## src/inc/eisl_pkg.sv

```systemverilog
package eisl_pkg;
    localparam int EISL_CH = 8;
    localparam int EISL_ADDR_W = 8;
    localparam int EISL_FIELD_W = 2;
    localparam int EISL_RISE_OFS = 1;
    localparam int EISL_FALL_OFS = 0;
    localparam int EISL_SENSE_W = 16;
    localparam int EISL_WORD_LSB = 2;

    localparam logic [7:0] EISL_OFF_SENSE = 8'h00;
    localparam logic [7:0] EISL_OFF_STATUS = 8'h04;
    localparam logic [7:0] EISL_OFF_ENABLE = 8'h08;

    localparam logic [15:0] EISL_SENSE_RST = 16'h0000;
    localparam logic [7:0] EISL_STATUS_RST = 8'h00;
    localparam logic [7:0] EISL_ENABLE_RST = 8'h00;
    localparam logic [7:0] EISL_PIN_IDLE = 8'hFF;

    localparam logic [1:0] EISL_RESP_OKAY = 2'h0;
    localparam logic [1:0] EISL_RESP_SLVERR = 2'h2;

    typedef enum logic [1:0] {
        EISL_LOW_LEVEL = 2'h0,
        EISL_FALL_EDGE = 2'h1,
        EISL_RISE_EDGE = 2'h2,
        EISL_BOTH_EDGE = 2'h3
    } eisl_sense_t;

    typedef struct packed {
        logic [7:0] awaddr;
        logic awvalid;
        logic [31:0] wdata;
        logic [3:0] wstrb;
        logic wvalid;
        logic bready;
        logic [7:0] araddr;
        logic arvalid;
        logic rready;
    } eisl_axi_req_t;

    typedef struct packed {
        logic awready;
        logic wready;
        logic bvalid;
        logic [1:0] bresp;
        logic arready;
        logic rvalid;
        logic [31:0] rdata;
        logic [1:0] rresp;
    } eisl_axi_rsp_t;
endpackage

```

## src/eisl_sync.sv

```systemverilog
module eisl_sync #(
    parameter int W = 8
) (
    input wire logic clk,
    input wire logic rst_n,
    input wire logic [W-1:0] d,
    output logic [W-1:0] q
);
    logic [W-1:0] s1_r;
    logic [W-1:0] s1_nxt;
    logic [W-1:0] s2_r;
    logic [W-1:0] s2_nxt;

    always_comb begin
        s1_nxt = d;
        s2_nxt = s1_r;
    end

    // pins idle high, so reset to high avoids a false falling edge
    always_ff @(posedge clk) begin
        if (!rst_n) begin
            s1_r <= '1;
            s2_r <= '1;
        end else begin
            s1_r <= s1_nxt;
            s2_r <= s2_nxt;
        end
    end

    assign q = s2_r;
endmodule

```

## src/eisl_chan.sv

```systemverilog
module eisl_chan (
    input wire logic clk,
    input wire logic rst_n,
    input wire logic pin,
    input eisl_pkg::eisl_sense_t code,
    input wire logic enable,
    input wire logic clear,
    output logic flag,
    output logic req
);
    import eisl_pkg::*;

    logic prev_r;
    logic prev_nxt;
    logic flag_r;
    logic flag_nxt;
    logic req_r;
    logic req_nxt;
    logic fall;
    logic rise;
    logic evt;

    always_comb begin
        prev_nxt = pin;
        fall = prev_r & ~pin;
        rise = ~prev_r & pin;
        unique case (code)
            EISL_LOW_LEVEL: evt = ~pin;
            EISL_FALL_EDGE: evt = fall;
            EISL_RISE_EDGE: evt = rise;
            EISL_BOTH_EDGE: evt = fall | rise;
        endcase
        // a set in the clearing cycle wins
        flag_nxt = evt | (flag_r & ~clear);
        if (code == EISL_LOW_LEVEL) begin
            req_nxt = enable & ~pin;
        end else begin
            req_nxt = enable & flag_nxt;
        end
    end

    always_ff @(posedge clk) begin
        if (!rst_n) begin
            prev_r <= 1'b1;
            flag_r <= 1'b0;
            req_r <= 1'b0;
        end else begin
            prev_r <= prev_nxt;
            flag_r <= flag_nxt;
            req_r <= req_nxt;
        end
    end

    assign flag = flag_r;
    assign req = req_r;

    a_fall_sets_flag: assert property (
        @(posedge clk) disable iff (!rst_n)
        code == EISL_FALL_EDGE && prev_r && !pin |=> flag_r)
        else $error("falling edge did not set flag");
    a_rise_sets_flag: assert property (
        @(posedge clk) disable iff (!rst_n)
        code == EISL_RISE_EDGE && !prev_r && pin |=> flag_r)
        else $error("rising edge did not set flag");
    a_both_edges_set: assert property (
        @(posedge clk) disable iff (!rst_n)
        code == EISL_BOTH_EDGE && prev_r != pin |=> flag_r)
        else $error("edge in both-edge mode did not set flag");
    a_level_drives_req: assert property (
        @(posedge clk) disable iff (!rst_n)
        code == EISL_LOW_LEVEL && enable |=> req_r == !$past(pin))
        else $error("level request does not follow pin");
    a_disable_blocks_req: assert property (
        @(posedge clk) disable iff (!rst_n)
        !enable |=> !req_r)
        else $error("request passed while disabled");
    a_clear_drops_flag: assert property (
        @(posedge clk) disable iff (!rst_n)
        clear && !evt |=> !flag_r)
        else $error("written zero did not clear flag");
    a_flag_stays_set: assert property (
        @(posedge clk) disable iff (!rst_n)
        flag_r && !clear |=> flag_r)
        else $error("flag dropped without a clear");
    a_edge_no_spurious: assert property (
        @(posedge clk) disable iff (!rst_n)
        code == EISL_RISE_EDGE && !flag_r && !(pin && !prev_r)
        |=> !flag_r)
        else $error("flag set without a rising edge");
    a_edge_uses_sample: assert property (
        @(posedge clk) disable iff (!rst_n)
        1'b1 |=> prev_r == $past(pin))
        else $error("edge detector compares wrong samples");
endmodule

```

## src/eisl_top.sv

```systemverilog
// Functional notes
// - channel 7 code: bit 15 rise, 14 fall
// - channel 6 code: bit 13 rise, 12 fall
// - channel 5 code: bit 11 rise, 10 fall
// - channel 4 code: bit 9 rise, 8 fall
// - channel 3 code: bit 7 rise, 6 fall
// - channel 2 code: bit 5 rise, 4 fall
// - channel 1 code: bit 3 rise, 2 fall
// - channel 0 code: bit 1 rise, 0 fall
// - code 00: request while pin low
// - code 01: request on falling edge
// - code 10: request on rising edge
// - code 11: request on either edge
// - sense bits reset zero, all read/write
// - enable bit gates request to processor
// - status flag: writing 0 clears, 1 ignored
module eisl_top (
    input wire logic CLOCK,
    input wire logic RESET_N,
    input eisl_pkg::eisl_axi_req_t S_AXI_REQ,
    output eisl_pkg::eisl_axi_rsp_t S_AXI_RSP,
    input wire logic [7:0] EXT_INT_PIN,
    output logic [7:0] IRQ_REQ
);
    import eisl_pkg::*;

    eisl_axi_rsp_t rsp_r;
    eisl_axi_rsp_t rsp_nxt;
    logic aw_have_r;
    logic aw_have_nxt;
    logic [7:0] aw_addr_r;
    logic [7:0] aw_addr_nxt;
    logic w_have_r;
    logic w_have_nxt;
    logic [31:0] w_data_r;
    logic [31:0] w_data_nxt;
    logic [3:0] w_strb_r;
    logic [3:0] w_strb_nxt;
    logic [15:0] sense_r;
    logic [15:0] sense_nxt;
    logic [7:0] enable_r;
    logic [7:0] enable_nxt;
    logic [7:0] clear_vec;
    logic [7:0] pin_sync;
    logic [7:0] flags;
    logic [7:0] reqs;
    logic aw_fire;
    logic w_fire;
    logic ar_fire;
    logic commit;
    logic hit_sense;
    logic hit_status;
    logic hit_enable;
    logic rd_sense;
    logic rd_status;
    logic rd_enable;

    eisl_sync #(
        .W(EISL_CH)
    ) u_sync (
        .clk(CLOCK),
        .rst_n(RESET_N),
        .d(EXT_INT_PIN),
        .q(pin_sync)
    );

    // write address and data are taken independently, in either order
    always_comb begin
        aw_fire = S_AXI_REQ.awvalid & rsp_r.awready;
        w_fire = S_AXI_REQ.wvalid & rsp_r.wready;
        ar_fire = S_AXI_REQ.arvalid & rsp_r.arready;
        commit = aw_have_r & w_have_r & ~rsp_r.bvalid;
        hit_sense = aw_addr_r[7:EISL_WORD_LSB] ==
                    EISL_OFF_SENSE[7:EISL_WORD_LSB];
        hit_status = aw_addr_r[7:EISL_WORD_LSB] ==
                     EISL_OFF_STATUS[7:EISL_WORD_LSB];
        hit_enable = aw_addr_r[7:EISL_WORD_LSB] ==
                     EISL_OFF_ENABLE[7:EISL_WORD_LSB];
        rd_sense = S_AXI_REQ.araddr[7:EISL_WORD_LSB] ==
                   EISL_OFF_SENSE[7:EISL_WORD_LSB];
        rd_status = S_AXI_REQ.araddr[7:EISL_WORD_LSB] ==
                    EISL_OFF_STATUS[7:EISL_WORD_LSB];
        rd_enable = S_AXI_REQ.araddr[7:EISL_WORD_LSB] ==
                    EISL_OFF_ENABLE[7:EISL_WORD_LSB];
    end

    always_comb begin
        aw_have_nxt = aw_have_r;
        aw_addr_nxt = aw_addr_r;
        w_have_nxt = w_have_r;
        w_data_nxt = w_data_r;
        w_strb_nxt = w_strb_r;
        if (aw_fire) begin
            aw_have_nxt = 1'b1;
            aw_addr_nxt = S_AXI_REQ.awaddr;
        end
        if (w_fire) begin
            w_have_nxt = 1'b1;
            w_data_nxt = S_AXI_REQ.wdata;
            w_strb_nxt = S_AXI_REQ.wstrb;
        end
        if (commit) begin
            aw_have_nxt = 1'b0;
            w_have_nxt = 1'b0;
        end
    end

    // register updates on a committed write
    always_comb begin
        sense_nxt = sense_r;
        enable_nxt = enable_r;
        clear_vec = 8'h00;
        if (commit && hit_sense) begin
            if (w_strb_r[0]) begin
                sense_nxt[7:0] = w_data_r[7:0];
            end
            if (w_strb_r[1]) begin
                sense_nxt[15:8] = w_data_r[15:8];
            end
        end
        if (commit && hit_status && w_strb_r[0]) begin
            clear_vec = ~w_data_r[7:0];
        end
        if (commit && hit_enable && w_strb_r[0]) begin
            enable_nxt = w_data_r[7:0];
        end
    end

    always_comb begin
        rsp_nxt = rsp_r;
        rsp_nxt.awready = ~aw_have_nxt;
        rsp_nxt.wready = ~w_have_nxt;
        if (rsp_r.bvalid && S_AXI_REQ.bready) begin
            rsp_nxt.bvalid = 1'b0;
        end
        if (commit) begin
            rsp_nxt.bvalid = 1'b1;
            if (hit_sense || hit_status || hit_enable) begin
                rsp_nxt.bresp = EISL_RESP_OKAY;
            end else begin
                rsp_nxt.bresp = EISL_RESP_SLVERR;
            end
        end
        if (rsp_r.rvalid && S_AXI_REQ.rready) begin
            rsp_nxt.rvalid = 1'b0;
        end
        rsp_nxt.arready = ~rsp_nxt.rvalid & ~ar_fire;
        if (ar_fire) begin
            rsp_nxt.rvalid = 1'b1;
            rsp_nxt.arready = 1'b0;
            rsp_nxt.rresp = EISL_RESP_OKAY;
            if (rd_sense) begin
                rsp_nxt.rdata = {16'h0000, sense_r};
            end else if (rd_status) begin
                rsp_nxt.rdata = {24'h000000, flags};
            end else if (rd_enable) begin
                rsp_nxt.rdata = {24'h000000, enable_r};
            end else begin
                rsp_nxt.rdata = 32'h00000000;
                rsp_nxt.rresp = EISL_RESP_SLVERR;
            end
        end
    end

    always_ff @(posedge CLOCK) begin
        if (!RESET_N) begin
            rsp_r <= '0;
            aw_have_r <= 1'b0;
            aw_addr_r <= 8'h00;
            w_have_r <= 1'b0;
            w_data_r <= 32'h00000000;
            w_strb_r <= 4'h0;
            sense_r <= EISL_SENSE_RST;
            enable_r <= EISL_ENABLE_RST;
        end else begin
            rsp_r <= rsp_nxt;
            aw_have_r <= aw_have_nxt;
            aw_addr_r <= aw_addr_nxt;
            w_have_r <= w_have_nxt;
            w_data_r <= w_data_nxt;
            w_strb_r <= w_strb_nxt;
            sense_r <= sense_nxt;
            enable_r <= enable_nxt;
        end
    end

    // spurious flags after a sense change are left for software to clear
    genvar n;
    generate
        for (n = 0; n < EISL_CH; n++) begin : g_ch
            eisl_chan u_chan (
                .clk(CLOCK),
                .rst_n(RESET_N),
                .pin(pin_sync[n]),
                .code(eisl_sense_t'({
                    sense_r[n*EISL_FIELD_W+EISL_RISE_OFS],
                    sense_r[n*EISL_FIELD_W+EISL_FALL_OFS]})),
                .enable(enable_r[n]),
                .clear(clear_vec[n]),
                .flag(flags[n]),
                .req(reqs[n])
            );
        end
    endgenerate

    assign S_AXI_RSP = rsp_r;
    assign IRQ_REQ = reqs;

    a_sense_reset_zero: assert property (
        @(posedge CLOCK)
        !RESET_N |=> sense_r == EISL_SENSE_RST)
        else $error("sense register not zero after reset");
    a_req_reset_low: assert property (
        @(posedge CLOCK)
        !RESET_N |=> IRQ_REQ == 8'h00)
        else $error("request high after reset");

    a_sense_write_full: assert property (
        @(posedge CLOCK) disable iff (!RESET_N)
        commit && hit_sense && w_strb_r[1:0] == 2'h3
        |=> sense_r == $past(w_data_r[15:0]))
        else $error("sense write not stored");
    a_sense_held_idle: assert property (
        @(posedge CLOCK) disable iff (!RESET_N)
        !(commit && hit_sense) |=> $stable(sense_r))
        else $error("sense changed without a write");
    a_sense_read_back: assert property (
        @(posedge CLOCK) disable iff (!RESET_N)
        ar_fire && rd_sense
        |=> rsp_r.rvalid && rsp_r.rdata == {16'h0000, $past(sense_r)})
        else $error("sense read data wrong");
    a_status_read: assert property (
        @(posedge CLOCK) disable iff (!RESET_N)
        ar_fire && rd_status
        |=> rsp_r.rdata == {24'h000000, $past(flags)})
        else $error("status read data wrong");
    a_status_keeps_ones: assert property (
        @(posedge CLOCK) disable iff (!RESET_N)
        commit && hit_status && w_strb_r[0]
        |=> (flags & $past(flags & w_data_r[7:0])) ==
            $past(flags & w_data_r[7:0]))
        else $error("writing one cleared a flag");
    a_enable_write: assert property (
        @(posedge CLOCK) disable iff (!RESET_N)
        commit && hit_enable && w_strb_r[0]
        |=> enable_r == $past(w_data_r[7:0]))
        else $error("enable write not stored");

    a_unmapped_wr_err: assert property (
        @(posedge CLOCK) disable iff (!RESET_N)
        commit && !(hit_sense || hit_status || hit_enable)
        |=> rsp_r.bresp == EISL_RESP_SLVERR && $stable(sense_r)
            && $stable(enable_r))
        else $error("unmapped write not refused");
    a_unmapped_rd_err: assert property (
        @(posedge CLOCK) disable iff (!RESET_N)
        ar_fire && !(rd_sense || rd_status || rd_enable)
        |=> rsp_r.rresp == EISL_RESP_SLVERR && rsp_r.rdata == 32'h00000000)
        else $error("unmapped read not refused");
    a_write_answer: assert property (
        @(posedge CLOCK) disable iff (!RESET_N)
        commit |=> rsp_r.bvalid)
        else $error("write not answered");
    a_aw_ready_low: assert property (
        @(posedge CLOCK) disable iff (!RESET_N)
        aw_have_r |-> !rsp_r.awready)
        else $error("write address taken while one is held");
    a_w_ready_low: assert property (
        @(posedge CLOCK) disable iff (!RESET_N)
        w_have_r |-> !rsp_r.wready)
        else $error("write data taken while one is held");
    a_ar_blocked: assert property (
        @(posedge CLOCK) disable iff (!RESET_N)
        rsp_r.rvalid |-> !rsp_r.arready)
        else $error("read address taken while data pending");
    a_bvalid_holds: assert property (
        @(posedge CLOCK) disable iff (!RESET_N)
        rsp_r.bvalid && !S_AXI_REQ.bready
        |=> rsp_r.bvalid && $stable(rsp_r.bresp))
        else $error("write response dropped early");
    a_rvalid_holds: assert property (
        @(posedge CLOCK) disable iff (!RESET_N)
        rsp_r.rvalid && !S_AXI_REQ.rready
        |=> rsp_r.rvalid && $stable(rsp_r.rdata))
        else $error("read data dropped early");

    a_req_gated_enable: assert property (
        @(posedge CLOCK) disable iff (!RESET_N)
        (IRQ_REQ & ~$past(enable_r)) == 8'h00)
        else $error("request on a disabled channel");

    c_fall_event: cover property (@(posedge CLOCK) disable iff (!RESET_N)
        sense_r[1:0] == 2'h1 && $rose(flags[0]));
    c_both_event: cover property (@(posedge CLOCK) disable iff (!RESET_N)
        sense_r[15:14] == 2'h3 && $rose(flags[7]));
    c_sense_write: cover property (@(posedge CLOCK) disable iff (!RESET_N)
        commit && hit_sense);
    c_status_clear: cover property (@(posedge CLOCK) disable iff (!RESET_N)
        commit && hit_status && flags != 8'h00);
    c_level_event: cover property (@(posedge CLOCK) disable iff (!RESET_N)
        sense_r[1:0] == 2'h0 && enable_r[0] && IRQ_REQ[0]);
endmodule

```

## config.mk

```make
export PLATFORM = sky130hd
export DESIGN_NAME = eisl_top
export DESIGN_NICKNAME = d
export VERILOG_FILES = /design/src/inc/eisl_pkg.sv /design/src/eisl_sync.sv /design/src/eisl_chan.sv /design/src/eisl_top.sv
export SDC_FILE = /design/constraint.sdc
export NUM_CORES = 1
export LEC_CHECK = 0
export ABC_AREA = 0
export BUFFER_PORTS_ARGS = -buffer_cell sky130_fd_sc_hd__buf_2
export CAP_MARGIN = 20
export CORE_ASPECT_RATIO = 1.4
export CORE_MARGIN = 2
export CORE_UTILIZATION = 45
export DETAILED_ROUTE_END_ITERATION = 8
export PLACE_DENSITY_LB_ADDON = 0.08
export SLEW_MARGIN = 20
export SYNTH_ARGS = -nofsm -noshare
export SYNTH_HDL_FRONTEND = slang
export SYNTH_SLANG_ARGS = --single-unit
```

## constraint.sdc

```tcl
create_clock -name CLOCK -period 1.7 [get_ports CLOCK]
set_input_delay 0.34 -clock CLOCK [delete_from_list [all_inputs] [get_ports CLOCK]]
set_output_delay 0.34 -clock CLOCK [all_outputs]
set_load 0.005 [all_outputs]
```

==> flow_summary.yaml, run 1 <==
run_status:
  status: "complete, but fails checks"
  violations: "negative setup slack"
floorplan:
  dieWidth_um: 94.3
  coreArea_sq_um: 11200
  start_util_pct: 45.7
  die_height_um: 130
  die-area_sq_um: 12300
  fp-row-count: 46
  io_pins: 116
cts:
  clk_latency_ns: 0.41
  cts_made_buffers: 17
  cts_tree: "yes"
  cts_max_level: 4
  cts.sinks: 113
  path_clk_slew_ns: 0.05
  clockBufferDepth: 2
  cts_root_buf: "clkbuf_16"
global_route:
  grt_pass1_wl_um: 19100
  antenna_found_initial: 0
  grt_pass1_vias: 3942
  gr-usage-all-layers_pct: 20.4
  grt_overflow: 0
  grt_max_degree: 52
drt:
  drtIter0Drc: 165
  route.detailed.drc: 0
  vias: 3964
  vias_per_cell: 5.10
  routed_wl_um: 11900
  drtAntennaViolNets: 0
  first_pass_iters: 4
  wl_per_cell_um: 15.3
worst_setup_path:
  critPathRequiredTime_ns: 2.03
  reg2reg_to: "enable_r[5]"
  crit_start: "aw_addr_r[4]"
  worst_setup_path_endpoint: "enable_r[5]"
  worstSetupEndpointType: "flop"
  worstPathMaxFanout: 6
  regToRegSetupSlack_ns: -0.03
  crit_arrival_ns: 2.06
  worstSetupStartpointType: "flop"
  rr_worst_depth: 4
  critPathKind: "flop to flop"
  r2r_start: "aw_addr_r[4]"
worst_hold_path:
  whs_path_depth: 2
  min_path_type: "input pin to flop"
  min_from: "EXT_INT_PIN[6]"
placed_design:
  dp_hpwl_um: 8200
  port_buffers: 75
  dp.cells: 742
  gp_congestion: 0.776
  dpl_cell_area_sq_um: 5690
finish:
  layout_common_cells: "dfxtp_1 (111), nand2_1 (95), buf_2 (74)"
  stdcell_area_sq_um: 6370
  mostFrequentLayoutCell: "dfxtp_1"
  fin_util_pct: 56.8
  fill_cells: 1049
  drive_gt1_share_pct: 25.8
  area_growth_pct: 24.1
  antenna_cells: 0
  stdcell_count: 777
  final_nets: 703
yosys:
  syn_area_sq_um: 5130
  ys_warn_count: 0
  synthArstFlopShare_pct: 0
  yosysUniqueCellTypes: 37
  avgSynthCellArea_sq_um: 9.60
  synth_top_area_share_pct: 44.1
  synthTopCellsByArea: "dfxtp_1 (44%), mux2i_1 (7.8%), nand2_1 (6.9%), a21boi_0 (5.0%), nand2b_1 (4.3%)"
  ys_seq_area_share_pct: 44.1
  ys_ff_latch: 113
  synth_edf_count: 0
  syn-instance-count: 535
  synth-main-ff-cell: "dfxtp_1"
  synth_top_cell_by_area: "dfxtp_1"
timing:
  fin_worst_skew_ns: 0.00815
  min_period_over_period_pct: 102
  rsz0062_at_grt: "yes"
  post-route-min-period_ns: 1.73
  worst_slew_pin_slew_ns: 0.689
  max_freq_ghz: 0.579
  slew_viol_final: 0
  max_slew_margin_pct: 54.1
  fin_ws_ns: -0.0265
  fin_tns_setup_ns: -0.108
  setup_viol: 7
  hold_viol: 0
power:
  irDropWorstVdd_uv: 809
  p_per_area_nw_per_um2: 1040
  p_leak_nw: 2.64
  finalPower_mw: 6.65
job:
  cap_violations: 0
worst max-delay path, stage by stage (launching register included):
cell     delay, ns
dfxtp_4       0.33
or4_4         0.64
nor4_4        0.29
buf_6         0.19
mux2i_1       0.19
where the power goes:
part / total, mW / switching, mW / internal, mW
Combinational: 0.467 / 0.259 / 0.209
Clock: 3.40 / 1.19 / 2.21
Sequential: 2.79 / 0.0576 / 2.73
cells by family after synthesis:
| group | count (synthesis) | share of synthesized area, % |
|---|---|---|
| and+or+nand+nor | 177 | 18.3 |
| DFF | 113 | 44.1 |
| AOI/OAI and AO/OA | 92 | 13.7 |
| buffers and inverters | 88 | 8.65 |
| muxes | 48 | 11.3 |
| adders and majority gates | 16 | 3.90 |
| other | 1 | 0.0730 |
metrics by stage:
stage | hold slack [ns] | setup WS (ns)
6_report | 0.113 | -0.0265
5_1_grt | 0.106 | -0.0906
4_1_cts | 0.0998 | -0.0341
3_5_place_dp | 0.393 | -0.0946
3_3_place_gp | 0.390 | -0.0629
2_1_floorplan | 0.386 | -0.0535
layout make-up:
cell class / instances / area (sq um) / area share (%)
clock buffer: 20 / 457 / 7.17
inverter: 33 / 124 / 1.94
timing repair buffer: 103 / 658 / 10.3
sequential: 113 / 2270 / 35.6
multi-input combinational: 352 / 2570 / 40.3
tap: 144 / 180 / 2.83
clock inverter: 12 / 115 / 1.81
registers in the layout, indices dropped and copies added (netlist names):
register            flops
w_have_r                1
u_sync.q                8
aw_addr_r               6
w_strb_r                2
g_ch.u_chan.prev_r      8
w_data_r               16
sense_r                16
g_ch.u_chan.req         8
u_sync.s1_r             8
g_ch.u_chan.flag        8
aw_have_r               1
enable_r                8
S_AXI_RSP              23
how the worst min path moves through the flow:
stage,slack [ns],to
CTS,0.1,u_sync.s1_r[6]
global route,0.11,u_sync.s1_r[6]
detailed placement,0.39,u_sync.q[5]
global placement,0.39,u_sync.q[4]
floorplan,0.39,u_sync.q[0]
finish,0.11,u_sync.s1_r[6]
timing repair:
action	4_1_cts	5_1_grt
gates resized for setup	11	3
buffers inserted	2	0
hold buffers	0	0
cloned	1	0
setup endpoints to repair	27	30
pin swaps	2	3
cells in the mapped netlist (3+ instances only):
cell type,count
dfxtp_1,113
nand2_1,95
mux2i_1,40
nand2b_1,35
a21boi_0,34
inv_1,33
buf_4,27
clkbuf_1,19
ha_1,16
nor3b_1,16
a21oi_1,14
nand3b_1,9
a22o_1,8
a31o_2,8
mux4_2,8
o2bb2ai_1,8
o311ai_0,8
o41ai_1,8
nand3_1,6
buf_1,4
nor2_1,4
nor4_4,3
layer usage:
layer | GRT usage [%] | wire, um
met1 | 23.5 | 5040
met2 | 35.8 | 6140
met3 | 4.99 | 464
met4 | 9.04 | 205
met5 | 0 | 0
Note: power is estimated with default switching activity, not from simulation.
==> run 2, diff against run 1 <==
--- a/config.mk
+++ b/config.mk
@@ -11,7 +11,9 @@
 export CORE_ASPECT_RATIO = 1.4
 export CORE_MARGIN = 2
 export CORE_UTILIZATION = 45
+export CTS_BUF_LIST = sky130_fd_sc_hd__clkbuf_4 sky130_fd_sc_hd__clkbuf_8
 export DETAILED_ROUTE_END_ITERATION = 8
+export MAX_ROUTING_LAYER = met4
 export PLACE_DENSITY_LB_ADDON = 0.08
 export SLEW_MARGIN = 20
 export SYNTH_ARGS = -nofsm -noshare
==> run 2 against run 1 <==
Against the previous run:
- the run still ends with negative setup slack left
- sequential power about the same
- non-clock buffer count unchanged
- clock skew increased by 0.0018 ns
- first-iteration DRC count increased by 9.7%
- critical endpoint is now enable_r[4]
- global-route usage increased by 0.67 points
- die area unchanged
- sequential share of layout area increased by 1.1 points
- power decreased by 15%
- maximum frequency decreased by 0.25%
- hold slack got worse by 0.024 ns
- clock-buffer cell count unchanged
==> flow_summary.yaml, run 2 (synthesis results as in run 1) <==
drt:
  vias: 3943
  vias_per_cell: 5.07
  route.detailed.drc: 0
  first_pass_iters: 4
  drtAntennaViolNets: 0
  routed_wl_um: 11700
  drtIter0Drc: 181
  wl_per_cell_um: 15.1
worst_setup_path:
  crit_arrival_ns: 2.09
  critPathMaxStageDelay_ns: 0.64
  crit_path_cell_trace: "or4_4 > nor4_4 > buf_6 > mux2i_1"
  worstSetupStartpointType: "flop"
  critPathKind: "flop to flop"
  cp_num_buf_inv: 1
  worstSetupEndpointType: "flop"
  worstPathMaxFanout: 6
  critPathRequiredTime_ns: 2.06
  crit_path_top_delay_cell: "or4_4"
  critPathTopFamily: "simple AND/OR/NAND/NOR gates"
global_route:
  gr-usage-all-layers_pct: 21.1
  antenna_found_initial: 0
  grt_pass1_vias: 3942
  grt_pass1_wl_um: 19100
  grt_max_degree: 52
  grt_overflow: 0
cts:
  cts_made_buffers: 17
  cts_max_level: 4
  clk_latency_ns: 0.43
  path_clk_slew_ns: 0.07
  clockBufferDepth: 2
  cts_tree: "yes"
  cts_root_buf: "clkbuf_8"
  cts.sinks: 113
floorplan:
  die_height_um: 130
  start_util_pct: 45.7
  io_pins: 116
  die-area_sq_um: 12300
  fp-row-count: 46
  dieWidth_um: 94.3
  coreArea_sq_um: 11200
finish:
  stdcell_count: 777
  mostFrequentLayoutCell: "dfxtp_1"
  antenna_cells: 0
  drive_gt1_share_pct: 25.9
  largest_reg_flops: 23
  layout_common_cells: "dfxtp_1 (111), nand2_1 (95), buf_2 (74)"
  final_nets: 703
  area_growth_pct: 20.4
timing:
  max_slew_margin_pct: 55.4
  fin_worst_skew_ns: 0.00996
  hold_viol: 0
  fin_tns_setup_ns: -0.127
  slew_viol_final: 0
  fin_ws_ns: -0.0308
  timing.hold.ws_ns: 0.0893
  post-route-min-period_ns: 1.73
  min_period_over_period_pct: 102
  setup_viol: 8
  max_freq_ghz: 0.578
  worst_slew_pin_slew_ns: 0.669
  rsz0062_at_grt: "yes"
job:
  cap_violations: 0
placed_design:
  pre_cts_slack_ns: -0.0946
  dp_hpwl_um: 8200
  gp_congestion: 0.786
  port_buffers: 75
  dp.cells: 742
run_status:
  status: "complete, but fails checks"
  violations: "negative setup slack"
power:
  finalPower_mw: 5.68
  irDropWorstVdd_uv: 491
  p_leak_nw: 2.56
  p_per_area_nw_per_um2: 919
worst_hold_path:
  min_path_type: "input pin to flop"
## run 2: area by class of cell
| cell class | count | area (sq um) |
|---|---|---|
| Inverter | 33 | 124 |
| Clock inverter | 12 | 115 |
| Tap cell | 144 | 180 |
| Clock buffer | 20 | 269 |
| Timing Repair Buffer | 103 | 658 |
| Fill cell | 1081 | 5040 |
| Multi-Input combinational cell | 352 | 2570 |
| Sequential cell | 113 | 2270 |
## run 2: what timing repair did
item                       4_1_cts  5_1_grt
gates resized for setup          9        5
hold buffers                     0        0
setup buffers                    2        0
gates cloned                     1        0
pin swaps                        2        3
setup endpoints to repair       28       33
## run 2: metal layers
metal / vias up / wire length, um / track usage (%)
met2: 93 / 6050 / 35.6
met3: 18 / 449 / 4.99
met4: 0 / 234 / 9.80
met5: - / 0 / -
met1: 1865 / 5000 / 23.5
li1: 1967 / - / -
## run 2: worst reg2reg max path: cells and delay by family (launching register included)
family / cells / cell delay (ns)
and+or+nand+nor: 2 / 0.94
DFF: 1 / 0.34
muxes: 1 / 0.19
buffers and inverters: 1 / 0.19
## run 2: worst paths after layout
kind / startpoint / end / slack, ns / depth (start not counted)
worst max-delay path: aw_addr_r[4] / enable_r[4] / -0.03 / 4
worst min register to register: u_sync.s1_r[4] / u_sync.q[4] / 0.41 / 1
worst min-delay path: EXT_INT_PIN[7] / u_sync.s1_r[7] / 0.09 / 2
worst max register to register: aw_addr_r[4] / enable_r[4] / -0.03 / 4
## run 2: stage by stage
stage / area [sq um] / utilization (%)
after floorplan: 5200 / -
after global placement: 5690 / 50.7
after detailed placement: 5690 / 50.7
after CTS: 6140 / 54.7
after global routing: 6180 / 55.1
final: 6180 / 55.1
## run 2: report_power, final
part | switching (mW) | internal [mW] | leakage (nW)
Combinational | 0.257 | 0.209 | 1.44
Sequential | 0.0568 | 2.72 | 0.921
Clock | 1.06 | 1.37 | 0.201
==> run 3, diff against run 2 <==
==> constraint.sdc (replaced) <==
create_clock -name CLOCK -period 2 [get_ports CLOCK]
set_input_delay 0.4 -clock CLOCK [delete_from_list [all_inputs] [get_ports CLOCK]]
set_output_delay 0.4 -clock CLOCK [all_outputs]
set_load 0.005 [all_outputs]
==> run 3 against run 2 <==
Against the previous run:
- the flow now finishes without violations
- first-iteration DRC count shrank 41%
- global-route usage shrank 1.5 points
- maximum frequency fell by 3.2%
- via count down 1.6%
- critical path depth shrank 1
- sequential share of layout area increased by 1.3 points
- flip-flop and latch count did not move
- critical endpoint is now g_ch[6].u_chan.flag
- largest cell class unchanged
- highest routed layer unchanged
==> flow_summary.yaml, run 3 (synthesis results as in run 1) <==
finish:
  area_growth_pct: 16.1
  antenna_cells: 0
  drive_gt1_share_pct: 23.2
  final_nets: 692
  largest_reg_flops: 23
  layout_common_cells: "dfxtp_1 (113), nand2_1 (95), buf_2 (74)"
  mostFrequentLayoutCell: "dfxtp_1"
  fin_util_pct: 53.1
  stdcell_area_sq_um: 5960
  stdcell_count: 765
power:
  swShare_pct: 23.1
  intPower_mw: 3.67
  p_sw_mw: 1.10
  combPwrFrac_pct: 7.2
  p_leak_nw: 2.48
  pwr-share-seq_pct: 49.5
  p_per_area_nw_per_um2: 801
  p_clk_share_pct: 43.3
  finalPower_mw: 4.78
  irDropWorstVdd_uv: 413
timing:
  setup_viol: 0
  min_period_over_period_pct: 89.4
  fin_tns_setup_ns: 0
  slew_viol_final: 0
  fin_ws_ns: 0.212
  worst_slew_pin_slew_ns: 0.707
  max_freq_ghz: 0.559
  fin_worst_skew_ns: 0.00557
  timing.hold.ws_ns: 0.162
  hold_viol: 0
  max_slew_margin_pct: 52.9
  post-route-min-period_ns: 1.79
  rsz0062_at_grt: "no"
drt:
  drtAntennaViolNets: 0
  route.detailed.drc: 0
  wl_per_cell_um: 14.6
  vias_per_cell: 5.07
  first_pass_iters: 4
  drtIter0Drc: 106
  vias: 3880
  routed_wl_um: 11100
floorplan:
  io_pins: 116
  die_height_um: 130
  fp-row-count: 46
  die-area_sq_um: 12300
  dieWidth_um: 94.3
  start_util_pct: 45.7
  coreArea_sq_um: 11200
worst_setup_path:
  worstPathMaxFanout: 12
  critPathKind: "flop to flop"
  worstSetupStartpointType: "flop"
  crit_arrival_ns: 2.06
  regToRegSetupSlack_ns: 0.21
  critPathRequiredTime_ns: 2.27
  rr_worst_depth: 3
  r2r_start: "aw_addr_r[7]"
  worstSetupEndpointType: "flop"
  reg2reg_to: "g_ch[6].u_chan.flag"
cts:
  clk_latency_ns: 0.41
  cts_made_buffers: 17
  cts.sinks: 113
  cts_tree: "yes"
  clockBufferDepth: 2
  cts_max_level: 4
  cts_setup_buffers: 0
  cts_root_buf: "clkbuf_8"
  path_clk_slew_ns: 0.06
  cts_resized: 0
  ctsHoldBuffers: 0
global_route:
  grt_pass1_vias: 3745
  antenna_found_initial: 0
  gr-usage-all-layers_pct: 19.6
  grt_max_degree: 49
  grt_pass1_wl_um: 17900
  grt_overflow: 0
worst_hold_path:
  whs_path_depth: 2
  hold_end: "u_sync.s1_r[6]"
  min_path_type: "input pin to flop"
  min_from: "EXT_INT_PIN[6]"
job:
  cap_violations: 0
run_status:
  status: "completed"
placed_design:
  gp_congestion: 0.774
  port_buffers: 75
  pre_cts_slack_ns: 0.162
  dpl_cell_area_sq_um: 5570
  dp.cells: 734
  dp_hpwl_um: 8070
==> run 3: how the worst max path moves through the flow <==
stage / startpoint / endpoint / slack [ns]
3_3_place_gp: aw_addr_r[7] / g_ch[4].u_chan.req / 0.16
3_5_place_dp: aw_addr_r[7] / g_ch[4].u_chan.req / 0.16
4_1_cts: aw_addr_r[7] / g_ch[4].u_chan.req / 0.18
2_1_floorplan: aw_addr_r[7] / sense_r[0] / 0.17
5_1_grt: aw_addr_r[7] / g_ch[6].u_chan.flag / 0.07
6_report: aw_addr_r[7] / g_ch[6].u_chan.flag / 0.21
==> run 3: routing by layer <==
layer / GRT usage [%] / part of all wire [%] / vias to the layer above
met3: 4.24 / 3.9 / 15
li1: - / - / 1947
met5: - / 0 / -
met2: 33.8 / 51 / 86
met4: 8.53 / 2.2 / 0
met1: 21.7 / 42 / 1832
==> run 3: final cells by class <==
cell class	count	area [sq um]
Timing Repair Buffer	93	513
Clock buffer	26	339
Inverter	33	124
Fill cell	1105	5260
Clock inverter	5	50.0
Tap cell	144	180
Sequential cell	113	2260
Multi-Input combinational cell	351	2490
==> run 3: power by group through the flow <==
stage                     clock, mW  sequential, mW  combinational, mW
after global placement            0            2.41              0.339
after CTS                      2.13            2.36              0.348
after global routing           2.23            2.37              0.389
final                          2.07            2.36              0.343
after floorplan                   0            2.39              0.263
after detailed placement          0            2.41              0.346
==> run 3: critical path, cell delays in order, from the launching register on <==
cell	delay, ns
dfxtp_1	0.31
or4_4	0.67
o41ai_1	0.52
a21boi_0	0.14
